**config.mk**
```make
export PLATFORM = sky130hd
export DESIGN_NAME = cps_regs
export DESIGN_NICKNAME = d
export VERILOG_FILES = /design/src/hw/cps_pkg.sv /design/src/hw/cps_regs.sv
export SDC_FILE = /design/constraint.sdc
export NUM_CORES = 1
export LEC_CHECK = 0
export BUFFER_PORTS_ARGS = -buffer_cell sky130_fd_sc_hd__buf_2
export CAP_MARGIN = 25
export CORE_ASPECT_RATIO = 0.9
export CORE_MARGIN = 2
export CORE_UTILIZATION = 49
export DETAILED_ROUTE_END_ITERATION = 8
export PLACE_DENSITY_LB_ADDON = 0.12
export REMOVE_ABC_BUFFERS = 1
export SLEW_MARGIN = 20
export SYNTH_ARGS = -nofsm -noshare
export SYNTH_HDL_FRONTEND = slang
export SYNTH_SLANG_ARGS = --single-unit
```
**constraint.sdc**
```tcl
create_clock -name clk_i -period 3.3 [get_ports clk_i]
set_input_delay 0.33 -clock clk_i [delete_from_list [all_inputs] [get_ports clk_i]]
set_output_delay 0.33 -clock clk_i [all_outputs]
set_load 0.01 [all_outputs]
```
**src/hw/cps_pkg.sv**
```systemverilog
package cps_pkg;

  localparam int REG_W = 9;
  localparam int INT_W = 3;
  localparam int CHS_N = 5;

  typedef logic [REG_W-1:0] cps_reg_type;

  // Register indices; byte address is four times the index
  localparam logic [5:0] IDX_SPD_STAT = 6'h31;
  localparam logic [5:0] IDX_PD1      = 6'h32;
  localparam logic [5:0] IDX_PD2      = 6'h33;
  localparam logic [5:0] IDX_RB       = 6'h34;
  localparam logic [5:0] IDX_RST      = 6'h35;
  localparam logic [5:0] IDX_INT_STAT = 6'h38;
  localparam logic [5:0] IDX_INT_EN   = 6'h39;
  localparam logic [5:0] IDX_INT_CLR  = 6'h3a;

  // Field positions
  localparam int PD1_CHIP     = 0;
  localparam int PD1_ADC      = 1;
  localparam int PD1_DAC_LO   = 2;
  localparam int PD1_ALL      = 6;
  localparam int PD2_OSC      = 0;
  localparam int PD2_PLLA     = 1;
  localparam int PD2_PLLB     = 2;
  localparam int PD2_CREC     = 3;
  localparam int PD2_TX       = 4;
  localparam int PD2_RX       = 5;
  localparam int RB_SEL_LO    = 0;
  localparam int RB_CONT      = 3;
  localparam int RB_EN        = 4;
  localparam int ST_PRE       = 3;
  localparam int ST_RATE_LO   = 4;
  localparam int ST_UNLOCK    = 6;
  localparam int EV_LOST      = 0;
  localparam int EV_GAIN      = 1;
  localparam int EV_RATE      = 2;

  // Reset values and writable masks
  localparam cps_reg_type PD1_RST  = 9'h07e;
  localparam cps_reg_type PD1_MASK = 9'h07f;
  localparam cps_reg_type PD2_RST  = 9'h03e;
  localparam cps_reg_type PD2_MASK = 9'h03f;
  localparam cps_reg_type RB_RST   = 9'h000;
  localparam cps_reg_type RB_MASK  = 9'h01f;
  localparam logic [INT_W-1:0] INT_EN_RST = 3'h0;

  // Read-back select codes
  localparam logic [2:0] SEL_ERR = 3'h0;
  localparam logic [2:0] SEL_CS1 = 3'h1;
  localparam logic [2:0] SEL_CS2 = 3'h2;
  localparam logic [2:0] SEL_CS3 = 3'h3;
  localparam logic [2:0] SEL_CS4 = 3'h4;
  localparam logic [2:0] SEL_CS5 = 3'h5;
  localparam logic [2:0] SEL_SPD = 3'h6;

endpackage

```
**src/hw/cps_regs.sv**
```systemverilog
// Implementation choice: the Wishbone register port.
`timescale 1ns/1ps
// Summary of operation
// - Status bit 3 shows received pre-emphasis
// - Status bits 5:4 encode recovered rate
// - Status bit 6 high when not locked
// - Chip power-save bit mutes, stops digital
// - ADC off bit, defaults off
// - Four DAC off bits, default all off
// - Every-DAC bit overrides single DAC bits
// - Oscillator off bit, defaults on
// - PLL A and B off bits, default off
// - Clock recovery off bit, default off
// - Transmitter off bit, default off
// - Receiver off bit, default off
// - Three-bit select picks read-back source
// - Continuous read-back enable bit, default off
// - Read-back only while enable bit set
// - Any reset register write restores power-down and read-back defaults; interrupt enable and status keep their values
module cps_regs (
  // System
  input  wire  logic              clk_i,
  input  wire  logic              rst_i,
  // Wishbone slave
  input  wire  logic              wb_cyc_i,
  input  wire  logic              wb_stb_i,
  input  wire  logic              wb_we_i,
  input  wire  logic [7:0]        wb_adr_i,
  input  wire  logic [3:0]        wb_sel_i,
  input  wire  logic [31:0]       wb_dat_i,
  output logic       [31:0]       wb_dat_o,
  output logic                    wb_ack_o,
  // Receiver state, asynchronous
  input  wire  logic              rx_preemph_i,
  input  wire  logic [1:0]        rx_rate_i,
  input  wire  logic              rx_unlock_i,
  // Status sources, same clock
  input  wire  cps_pkg::cps_reg_type error_status_i,
  input  wire  logic [44:0]       chan_status_i,
  // Power controls
  output logic                    outputs_mute_o,
  output logic                    adc_off_o,
  output logic       [3:0]        dac_off_o,
  output logic                    oscillator_off_o,
  output logic                    pll_a_off_o,
  output logic                    pll_b_off_o,
  output logic                    clock_recovery_off_o,
  output logic                    spdif_transmitter_off_o,
  output logic                    spdif_receiver_off_o,
  // Read-back
  output cps_pkg::cps_reg_type    readback_data_o,
  output logic                    readback_valid_o,
  output logic                    readback_continuous_o,
  // Interrupt
  output logic                    irq_o
);
  import cps_pkg::*;

  ////////////////////////////////////////////////////////////
  // Helpers

  function automatic cps_reg_type merge_w(
    input cps_reg_type old_v,
    input logic [31:0] dat,
    input logic [3:0]  sel
  );
    cps_reg_type v;
    v = old_v;
    if (sel[0]) begin
      v[7:0] = dat[7:0];
    end
    if (sel[1]) begin
      v[8] = dat[8];
    end
    return v;
  endfunction

  function automatic cps_reg_type rb_mux(
    input logic [2:0]  sel,
    input cps_reg_type err,
    input logic [44:0] chs,
    input cps_reg_type spd
  );
    cps_reg_type v;
    v = '0;
    case (sel)
      SEL_ERR: v = err;
      SEL_CS1: v = chs[8:0];
      SEL_CS2: v = chs[17:9];
      SEL_CS3: v = chs[26:18];
      SEL_CS4: v = chs[35:27];
      SEL_CS5: v = chs[44:36];
      SEL_SPD: v = spd;
      default: v = '0;
    endcase
    return v;
  endfunction

  ////////////////////////////////////////////////////////////
  // Bus decode

  logic                ack_r;
  logic [5:0]          idx;
  logic                req;
  logic                wr_fire;
  logic                rd_take;
  cps_reg_type         pd1_r;
  cps_reg_type         pd2_r;
  cps_reg_type         rb_r;
  logic [INT_W-1:0]    int_en_r;
  logic [INT_W-1:0]    int_st_r;
  logic [INT_W-1:0]    int_st_nxt;
  logic [INT_W-1:0]    ev;
  logic [3:0]          rx_s1_r;
  logic [3:0]          rx_s2_r;
  logic [3:0]          rx_old_r;
  cps_reg_type         spd_stat;
  cps_reg_type         rb_sel_v;
  cps_reg_type         rd_v;
  cps_reg_type         clr_v;
  logic                soft_rst;
  logic                rb_load_r;
  logic [1:0]          up_r;

  assign idx      = wb_adr_i[7:2];
  assign req      = wb_cyc_i && wb_stb_i;
  // Writes land at the edge where the master sees ack
  assign wr_fire  = req && wb_we_i && ack_r;
  assign rd_take  = req && !wb_we_i && !ack_r;
  assign soft_rst = wr_fire && (idx == IDX_RST);

  always_ff @(posedge clk_i) begin
    if (rst_i) begin
      ack_r <= 1'b0;
    end else begin
      ack_r <= req && !ack_r;
    end
  end

  assign wb_ack_o = ack_r;

  ////////////////////////////////////////////////////////////
  // Receiver state synchroniser

  always_ff @(posedge clk_i) begin
    if (rst_i) begin
      rx_s1_r  <= 4'h0;
      rx_s2_r  <= 4'h0;
      rx_old_r <= 4'h0;
    end else begin
      rx_s1_r  <= {rx_unlock_i, rx_rate_i, rx_preemph_i};
      rx_s2_r  <= rx_s1_r;
      rx_old_r <= rx_s2_r;
    end
  end

  always_comb begin
    spd_stat = '0;
    spd_stat[ST_PRE] = rx_s2_r[0];
    spd_stat[ST_RATE_LO +: 2] = rx_s2_r[2:1];
    spd_stat[ST_UNLOCK] = rx_s2_r[3];
  end

  ////////////////////////////////////////////////////////////
  // Control registers

  always_ff @(posedge clk_i) begin
    if (rst_i || soft_rst) begin
      pd1_r <= PD1_RST;
    end else if (wr_fire && idx == IDX_PD1) begin
      pd1_r <= merge_w(pd1_r, wb_dat_i, wb_sel_i) & PD1_MASK;
    end
  end

  always_ff @(posedge clk_i) begin
    if (rst_i || soft_rst) begin
      pd2_r <= PD2_RST;
    end else if (wr_fire && idx == IDX_PD2) begin
      pd2_r <= merge_w(pd2_r, wb_dat_i, wb_sel_i) & PD2_MASK;
    end
  end

  always_ff @(posedge clk_i) begin
    if (rst_i || soft_rst) begin
      rb_r <= RB_RST;
    end else if (wr_fire && idx == IDX_RB) begin
      rb_r <= merge_w(rb_r, wb_dat_i, wb_sel_i) & RB_MASK;
    end
  end

  ////////////////////////////////////////////////////////////
  // Power outputs

  assign outputs_mute_o = pd1_r[PD1_CHIP];
  assign adc_off_o = pd1_r[PD1_ADC] | pd1_r[PD1_CHIP];
  assign dac_off_o = pd1_r[PD1_DAC_LO +: 4]
                   | {4{pd1_r[PD1_ALL]}}
                   | {4{pd1_r[PD1_CHIP]}};
  assign oscillator_off_o = pd2_r[PD2_OSC];
  assign pll_a_off_o = pd2_r[PD2_PLLA];
  assign pll_b_off_o = pd2_r[PD2_PLLB];
  assign clock_recovery_off_o = pd2_r[PD2_CREC] | pd1_r[PD1_CHIP];
  assign spdif_transmitter_off_o = pd2_r[PD2_TX] | pd1_r[PD1_CHIP];
  assign spdif_receiver_off_o = pd2_r[PD2_RX] | pd1_r[PD1_CHIP];

  ////////////////////////////////////////////////////////////
  // Read-back path

  assign rb_sel_v = rb_mux(rb_r[RB_SEL_LO +: 3], error_status_i,
                           chan_status_i, spd_stat);

  // One snapshot follows each write of the read-back register that sets the enable bit
  always_ff @(posedge clk_i) begin
    if (rst_i) begin
      rb_load_r <= 1'b0;
    end else begin
      rb_load_r <= wr_fire && (idx == IDX_RB);
    end
  end

  always_ff @(posedge clk_i) begin
    if (rst_i || soft_rst) begin
      readback_data_o <= '0;
    end else if (!rb_r[RB_EN]) begin
      readback_data_o <= '0;
    end else if (rb_r[RB_CONT] || rb_load_r) begin
      readback_data_o <= rb_sel_v;
    end
  end

  assign readback_valid_o      = rb_r[RB_EN];
  assign readback_continuous_o = rb_r[RB_EN] & rb_r[RB_CONT];

  ////////////////////////////////////////////////////////////
  // Interrupts

  assign ev[EV_LOST] = rx_s2_r[3] && !rx_old_r[3];
  assign ev[EV_GAIN] = !rx_s2_r[3] && rx_old_r[3];
  assign ev[EV_RATE] = rx_s2_r[2:1] != rx_old_r[2:1];
  assign clr_v = (wr_fire && idx == IDX_INT_CLR)
               ? merge_w('0, wb_dat_i, wb_sel_i) : '0;

  // New events win over a clear in the same cycle
  assign int_st_nxt = (int_st_r & ~clr_v[INT_W-1:0]) | ev;

  always_ff @(posedge clk_i) begin
    if (rst_i) begin
      int_st_r <= '0;
    end else begin
      int_st_r <= int_st_nxt;
    end
  end

  always_ff @(posedge clk_i) begin
    if (rst_i) begin
      int_en_r <= INT_EN_RST;
    end else if (wr_fire && idx == IDX_INT_EN) begin
      int_en_r <= wb_dat_i[INT_W-1:0];
    end
  end

  assign irq_o = |(int_st_r & int_en_r);

  ////////////////////////////////////////////////////////////
  // Read data

  always_comb begin
    rd_v = '0;
    case (idx)
      IDX_SPD_STAT: rd_v = spd_stat;
      IDX_PD1:      rd_v = pd1_r;
      IDX_PD2:      rd_v = pd2_r;
      IDX_RB:       rd_v = rb_r;
      IDX_INT_STAT: rd_v[INT_W-1:0] = int_st_r;
      IDX_INT_EN:   rd_v[INT_W-1:0] = int_en_r;
      default:      rd_v = '0;
    endcase
  end

  always_ff @(posedge clk_i) begin
    if (rst_i) begin
      wb_dat_o <= 32'h0;
    end else if (rd_take) begin
      wb_dat_o <= {23'h0, rd_v};
    end
  end

  ////////////////////////////////////////////////////////////
  // Checks

  always_ff @(posedge clk_i) begin
    if (rst_i) begin
      up_r <= 2'h0;
    end else if (up_r != 2'h3) begin
      up_r <= up_r + 2'h1;
    end
  end

  chk_preemph_sync: assert property (
    @(posedge clk_i) disable iff (rst_i)
    (up_r == 2'h3) |-> spd_stat[ST_PRE] == $past(rx_preemph_i, 2))
    else $error("pre-emphasis flag not tracking input");

  chk_rate_sync: assert property (
    @(posedge clk_i) disable iff (rst_i)
    (up_r == 2'h3) |-> spd_stat[ST_RATE_LO +: 2] == $past(rx_rate_i, 2))
    else $error("rate code not tracking input");

  chk_unlock_sync: assert property (
    @(posedge clk_i) disable iff (rst_i)
    (up_r == 2'h3) |-> spd_stat[ST_UNLOCK] == $past(rx_unlock_i, 2))
    else $error("unlock flag not tracking input");

  chk_chip_mute: assert property (
    @(posedge clk_i) disable iff (rst_i)
    pd1_r[PD1_CHIP] |-> outputs_mute_o && adc_off_o && (&dac_off_o)
      && spdif_transmitter_off_o && spdif_receiver_off_o)
    else $error("power save left a block running");

  chk_adc_default: assert property (
    @(posedge clk_i) disable iff (rst_i)
    $fell(rst_i) |-> adc_off_o && (dac_off_o == 4'hf))
    else $error("ADC or DACs not off after reset");

  chk_dac_write: assert property (
    @(posedge clk_i) disable iff (rst_i)
    (wr_fire && idx == IDX_PD1 && wb_sel_i == 4'hf) |=>
      dac_off_o == ($past(wb_dat_i[5:2]) | {4{$past(wb_dat_i[6])}}
                    | {4{$past(wb_dat_i[0])}}))
    else $error("DAC gates do not follow write");

  chk_every_dac: assert property (
    @(posedge clk_i) disable iff (rst_i)
    pd1_r[PD1_ALL] |-> dac_off_o == 4'hf)
    else $error("override left a DAC on");

  chk_osc_default: assert property (
    @(posedge clk_i) disable iff (rst_i)
    $fell(rst_i) |-> !oscillator_off_o)
    else $error("oscillator off after reset");

  chk_pll_default: assert property (
    @(posedge clk_i) disable iff (rst_i)
    $fell(rst_i) |-> pll_a_off_o && pll_b_off_o)
    else $error("PLL on after reset");

  chk_spdif_default: assert property (
    @(posedge clk_i) disable iff (rst_i)
    $fell(rst_i) |-> clock_recovery_off_o && spdif_transmitter_off_o
      && spdif_receiver_off_o)
    else $error("S/PDIF section on after reset");

  chk_rb_cont: assert property (
    @(posedge clk_i) disable iff (rst_i)
    (rb_r[RB_EN] && rb_r[RB_CONT] && !soft_rst) |=>
      readback_data_o == $past(rb_sel_v))
    else $error("continuous read-back not refreshing");

  chk_rb_select: assert property (
    @(posedge clk_i) disable iff (rst_i)
    (rb_load_r && rb_r[RB_EN] && !soft_rst) |=>
      readback_data_o == $past(rb_sel_v))
    else $error("read-back snapshot wrong");

  chk_rb_off: assert property (
    @(posedge clk_i) disable iff (rst_i)
    !rb_r[RB_EN] |=> readback_data_o == 9'h000)
    else $error("read-back active while disabled");

  chk_soft_reset: assert property (
    @(posedge clk_i) disable iff (rst_i)
    soft_rst |=> pd1_r == PD1_RST && pd2_r == PD2_RST && rb_r == RB_RST)
    else $error("reset register write did not restore defaults");

  chk_status_ro: assert property (
    @(posedge clk_i) disable iff (rst_i)
    (rd_take && idx == IDX_SPD_STAT) |=> wb_dat_o[8:0] == $past(spd_stat))
    else $error("status read does not show live state");

endmodule

```
==> impl_metrics.env <==
export IMPL_status="finished clean"
export IMPL_overflow=0
export IMPL_fill_cells=576
export IMPL_cts_hold_buffers_added=0
export IMPL_vias=2672
export IMPL_critPathSlowestCell="dfxtp_1"
export IMPL_finalWirelength_mm=7.33
export IMPL_hpwl_mm=5.48
export IMPL_ir_drop_v=0.000232
export IMPL_busiest_layer="met2"
export IMPL_first_pass_iters=4
export IMPL_final_common_cell="buf_2"
export IMPL_die_area_mm2=0.00682
export IMPL_syn_to_final_growth_pct=17.9
export IMPL_port_buffers=108
export IMPL_cts_tree="done"
export IMPL_synthArstFlopShare_pct=0
export IMPL_crit_buf_inv=0
export IMPL_clockBufferDepth=2
export IMPL_cts_sinks=53
export IMPL_setup_viol=0
export IMPL_io_pins=164
export IMPL_p_comb_share_pct=10.1
export IMPL_grt_use_total_pct=20.4
export IMPL_final_cell_mix="buf_2 (108), dfxtp_1 (53), mux2i_1 (28), nand2_1 (27), conb_1 (25)"
export IMPL_power_density_mw_per_mm2=362
export IMPL_period_needed_ps=1840
export IMPL_tightest_slew_ps=748
export IMPL_worstHoldPathType="primary input to flip-flop"
export IMPL_ant_nets=0
export IMPL_synth_distinct_cells=61
export IMPL_slew_headroom_pct=50.1
export IMPL_htree_levels=2
export IMPL_diodes=0
export IMPL_swShare_pct=21.8
export IMPL_drv_cap=0
export IMPL_path_class="flip-flop to flip-flop"
export IMPL_fin_tns_setup_ps=0
export IMPL_endpoint_kind="flip-flop"
export IMPL_clock_latency_ps=300
export IMPL_max_freq_mhz=542
export IMPL_rows=27
export IMPL_worst_setup_path_start_kind="flip-flop"
export IMPL_crit_required_ps=3520
export IMPL_postCtsSetupRepairBufs=0
export IMPL_via_per_inst=5.40
export IMPL_grtUsageMet1_pct=28.2
export IMPL_slew_viol_final=0
export IMPL_crit_path_cell_trace="nor2b_1, nand2_1, a31o_2, a21oi_1"
export IMPL_cpPeakStageDelay_ps=710
export IMPL_routabilityCongestion=0.873
export IMPL_drive_gt1_share_pct=35.5
export IMPL_die_width_um=86.8
export IMPL_cell_internal_pwr_uw=1010
export IMPL_cp_max_fo=18
export IMPL_ys_ff_latch=53
export IMPL_seq_power_share_pct=50.7
export IMPL_grt_pass1_vias=2268
export IMPL_hold_viol=0
export IMPL_drc=0
export IMPL_rsz0062_at_grt="false"
export IMPL_multiInputGateArea_mm2=0.00170
export IMPL_ctsResizeCount=0
export IMPL_p_leak_uw=0.00162
export IMPL_grt_pass1_wl_mm=11.0
export IMPL_nets=529
export IMPL_finalCritPeriodShare_pct=55.9
export IMPL_netlist_area_mm2=0.00303
export IMPL_gr_usage_met2_pct=31.4
export IMPL_grt_max_degree=29
export IMPL_regArea_mm2=0.00106
export IMPL_crit_arrival_ps=2070
export IMPL_die_h_um=78.5
export IMPL_synth_edf_count=0
export IMPL_wire_per_inst_um=14.8
export IMPL_ys_seq_area_share_pct=35.1
export IMPL_core_area_mm2=0.00605
export IMPL_antenna_found_initial=0
export IMPL_start_util_pct=50.0
export IMPL_cts_root_buf="clkbuf_8"
export IMPL_cts_buffers=5
export IMPL_clk_pin_slew_worst_paths_ps=100
export IMPL_synth_ff_type="dfxtp_1"
export IMPL_postSynthAreaPerCell_um2=9.31
export IMPL_utilization_pct=59.0
export IMPL_critPathTopFamily="flip-flops"
export IMPL_ys_warn_count=0
export IMPL_grt_met3_usage_pct=4.73
export IMPL_switching_power_uw=282
export IMPL_drt_iter0_markers=114
export IMPL_final_setup_skew_ps=10.0
export IMPL_syn_inst=325
export IMPL_pwr_share_clk_pct=39.2
==> logic make-up after synthesis <==
family                 after synthesis  synth area share, %
other                                1                0.124
flip-flops                          53                 35.1
buffers and inverters               51                 11.7
AND/OR/NAND/NOR                    115                 22.0
XOR/XNOR                             2                0.579
AO/OA/AOI/OAI                       65                 16.7
multiplexers                        38                 13.9
==> worst paths after layout <==
check	start	to	slack (ps)	cells after the start
setup / recovery	rb_r[1]	readback_data_o[3]	1460	4
hold reg to reg	rx_s1_r[2]	rx_s2_r[2]	450	1
hold / removal	wb_dat_i[6]	pd1_r[6]	230	3
setup reg to reg	rb_r[1]	readback_data_o[3]	1460	4
==> power by group through the flow <==
| stage | logic (uW) | clock network (uW) | registers, uW |
|---|---|---|---|
| after global placement | 127 | 0 | 671 |
| final | 131 | 507 | 656 |
| after floorplan | 57.7 | 0 | 670 |
| after detailed placement | 129 | 0 | 671 |
| after CTS | 130 | 519 | 656 |
| after global routing | 143 | 546 | 657 |
==> registers in the layout, indices dropped and copies added (netlist names) <==
signal,flops
int_en_r,3
int_st_r,3
pd1_r,7
pd2_r,6
rb_load_r,1
rb_r,5
readback_data_o,9
rx_old_r,3
rx_s1_r,4
rx_s2_r,4
wb_ack_o,1
wb_dat_o,7
==> through the flow <==
stage          hold WS [ps]  setup WS [ps]  instances  cell area (um2)  power (uW)
2_1_floorplan           399           1410        305             2790         728
6_report                232           1460        495             3570        1290
4_1_cts                 230           1470        495             3570        1300
3_5_place_dp            429           1490        487             3430         800
3_3_place_gp            416           1500        487             3430         798
5_1_grt                 234           1280        495             3570        1350
==> metal layers <==
layer	routed length, um	up-vias	share of wire, %
li1	-	1334	-
met1	3390	1223	46
met2	3410	107	46
met3	433	8	5.9
met4	104	0	1.4
met5	0	-	0
==> final cells by class <==
type	count	area share, %
clock buffer	5	1.93
timing repair buffer	110	15.6
tap	72	2.52
multi-input combinational	245	47.7
inverter	7	0.736
clock inverter	3	1.82
sequential	53	29.7
==> synthesized netlist by cell type (4+ instances only) <==
library cell,n,area (um2)
mux2i_1,28,280
or2_2,4,25.0
a311oi_1,6,52.6
a31o_2,7,61.3
nor3_1,8,40.0
inv_1,7,26.3
and2_1,6,37.5
buf_2,6,30.0
a221oi_1,5,43.8
nand2_1,27,101
o211ai_1,8,60.1
clkbuf_1,4,15.0
dfxtp_1,53,1060
nand3_1,8,40.0
a21oi_1,11,55.1
buf_4,27,203
mux2_2,8,90.1
nor2_1,17,63.8
nor2b_1,14,87.6
a31oi_1,4,25.0
or3_1,5,31.3
buf_6,7,78.8
==> worst register-to-register path, stage by stage, from the launching register on <==
cell and delay, ps:
dfxtp_1 710, nor2b_1 530, nand2_1 120, a31o_2 270
a21oi_1 140
(Power assumes the default switching activity.)
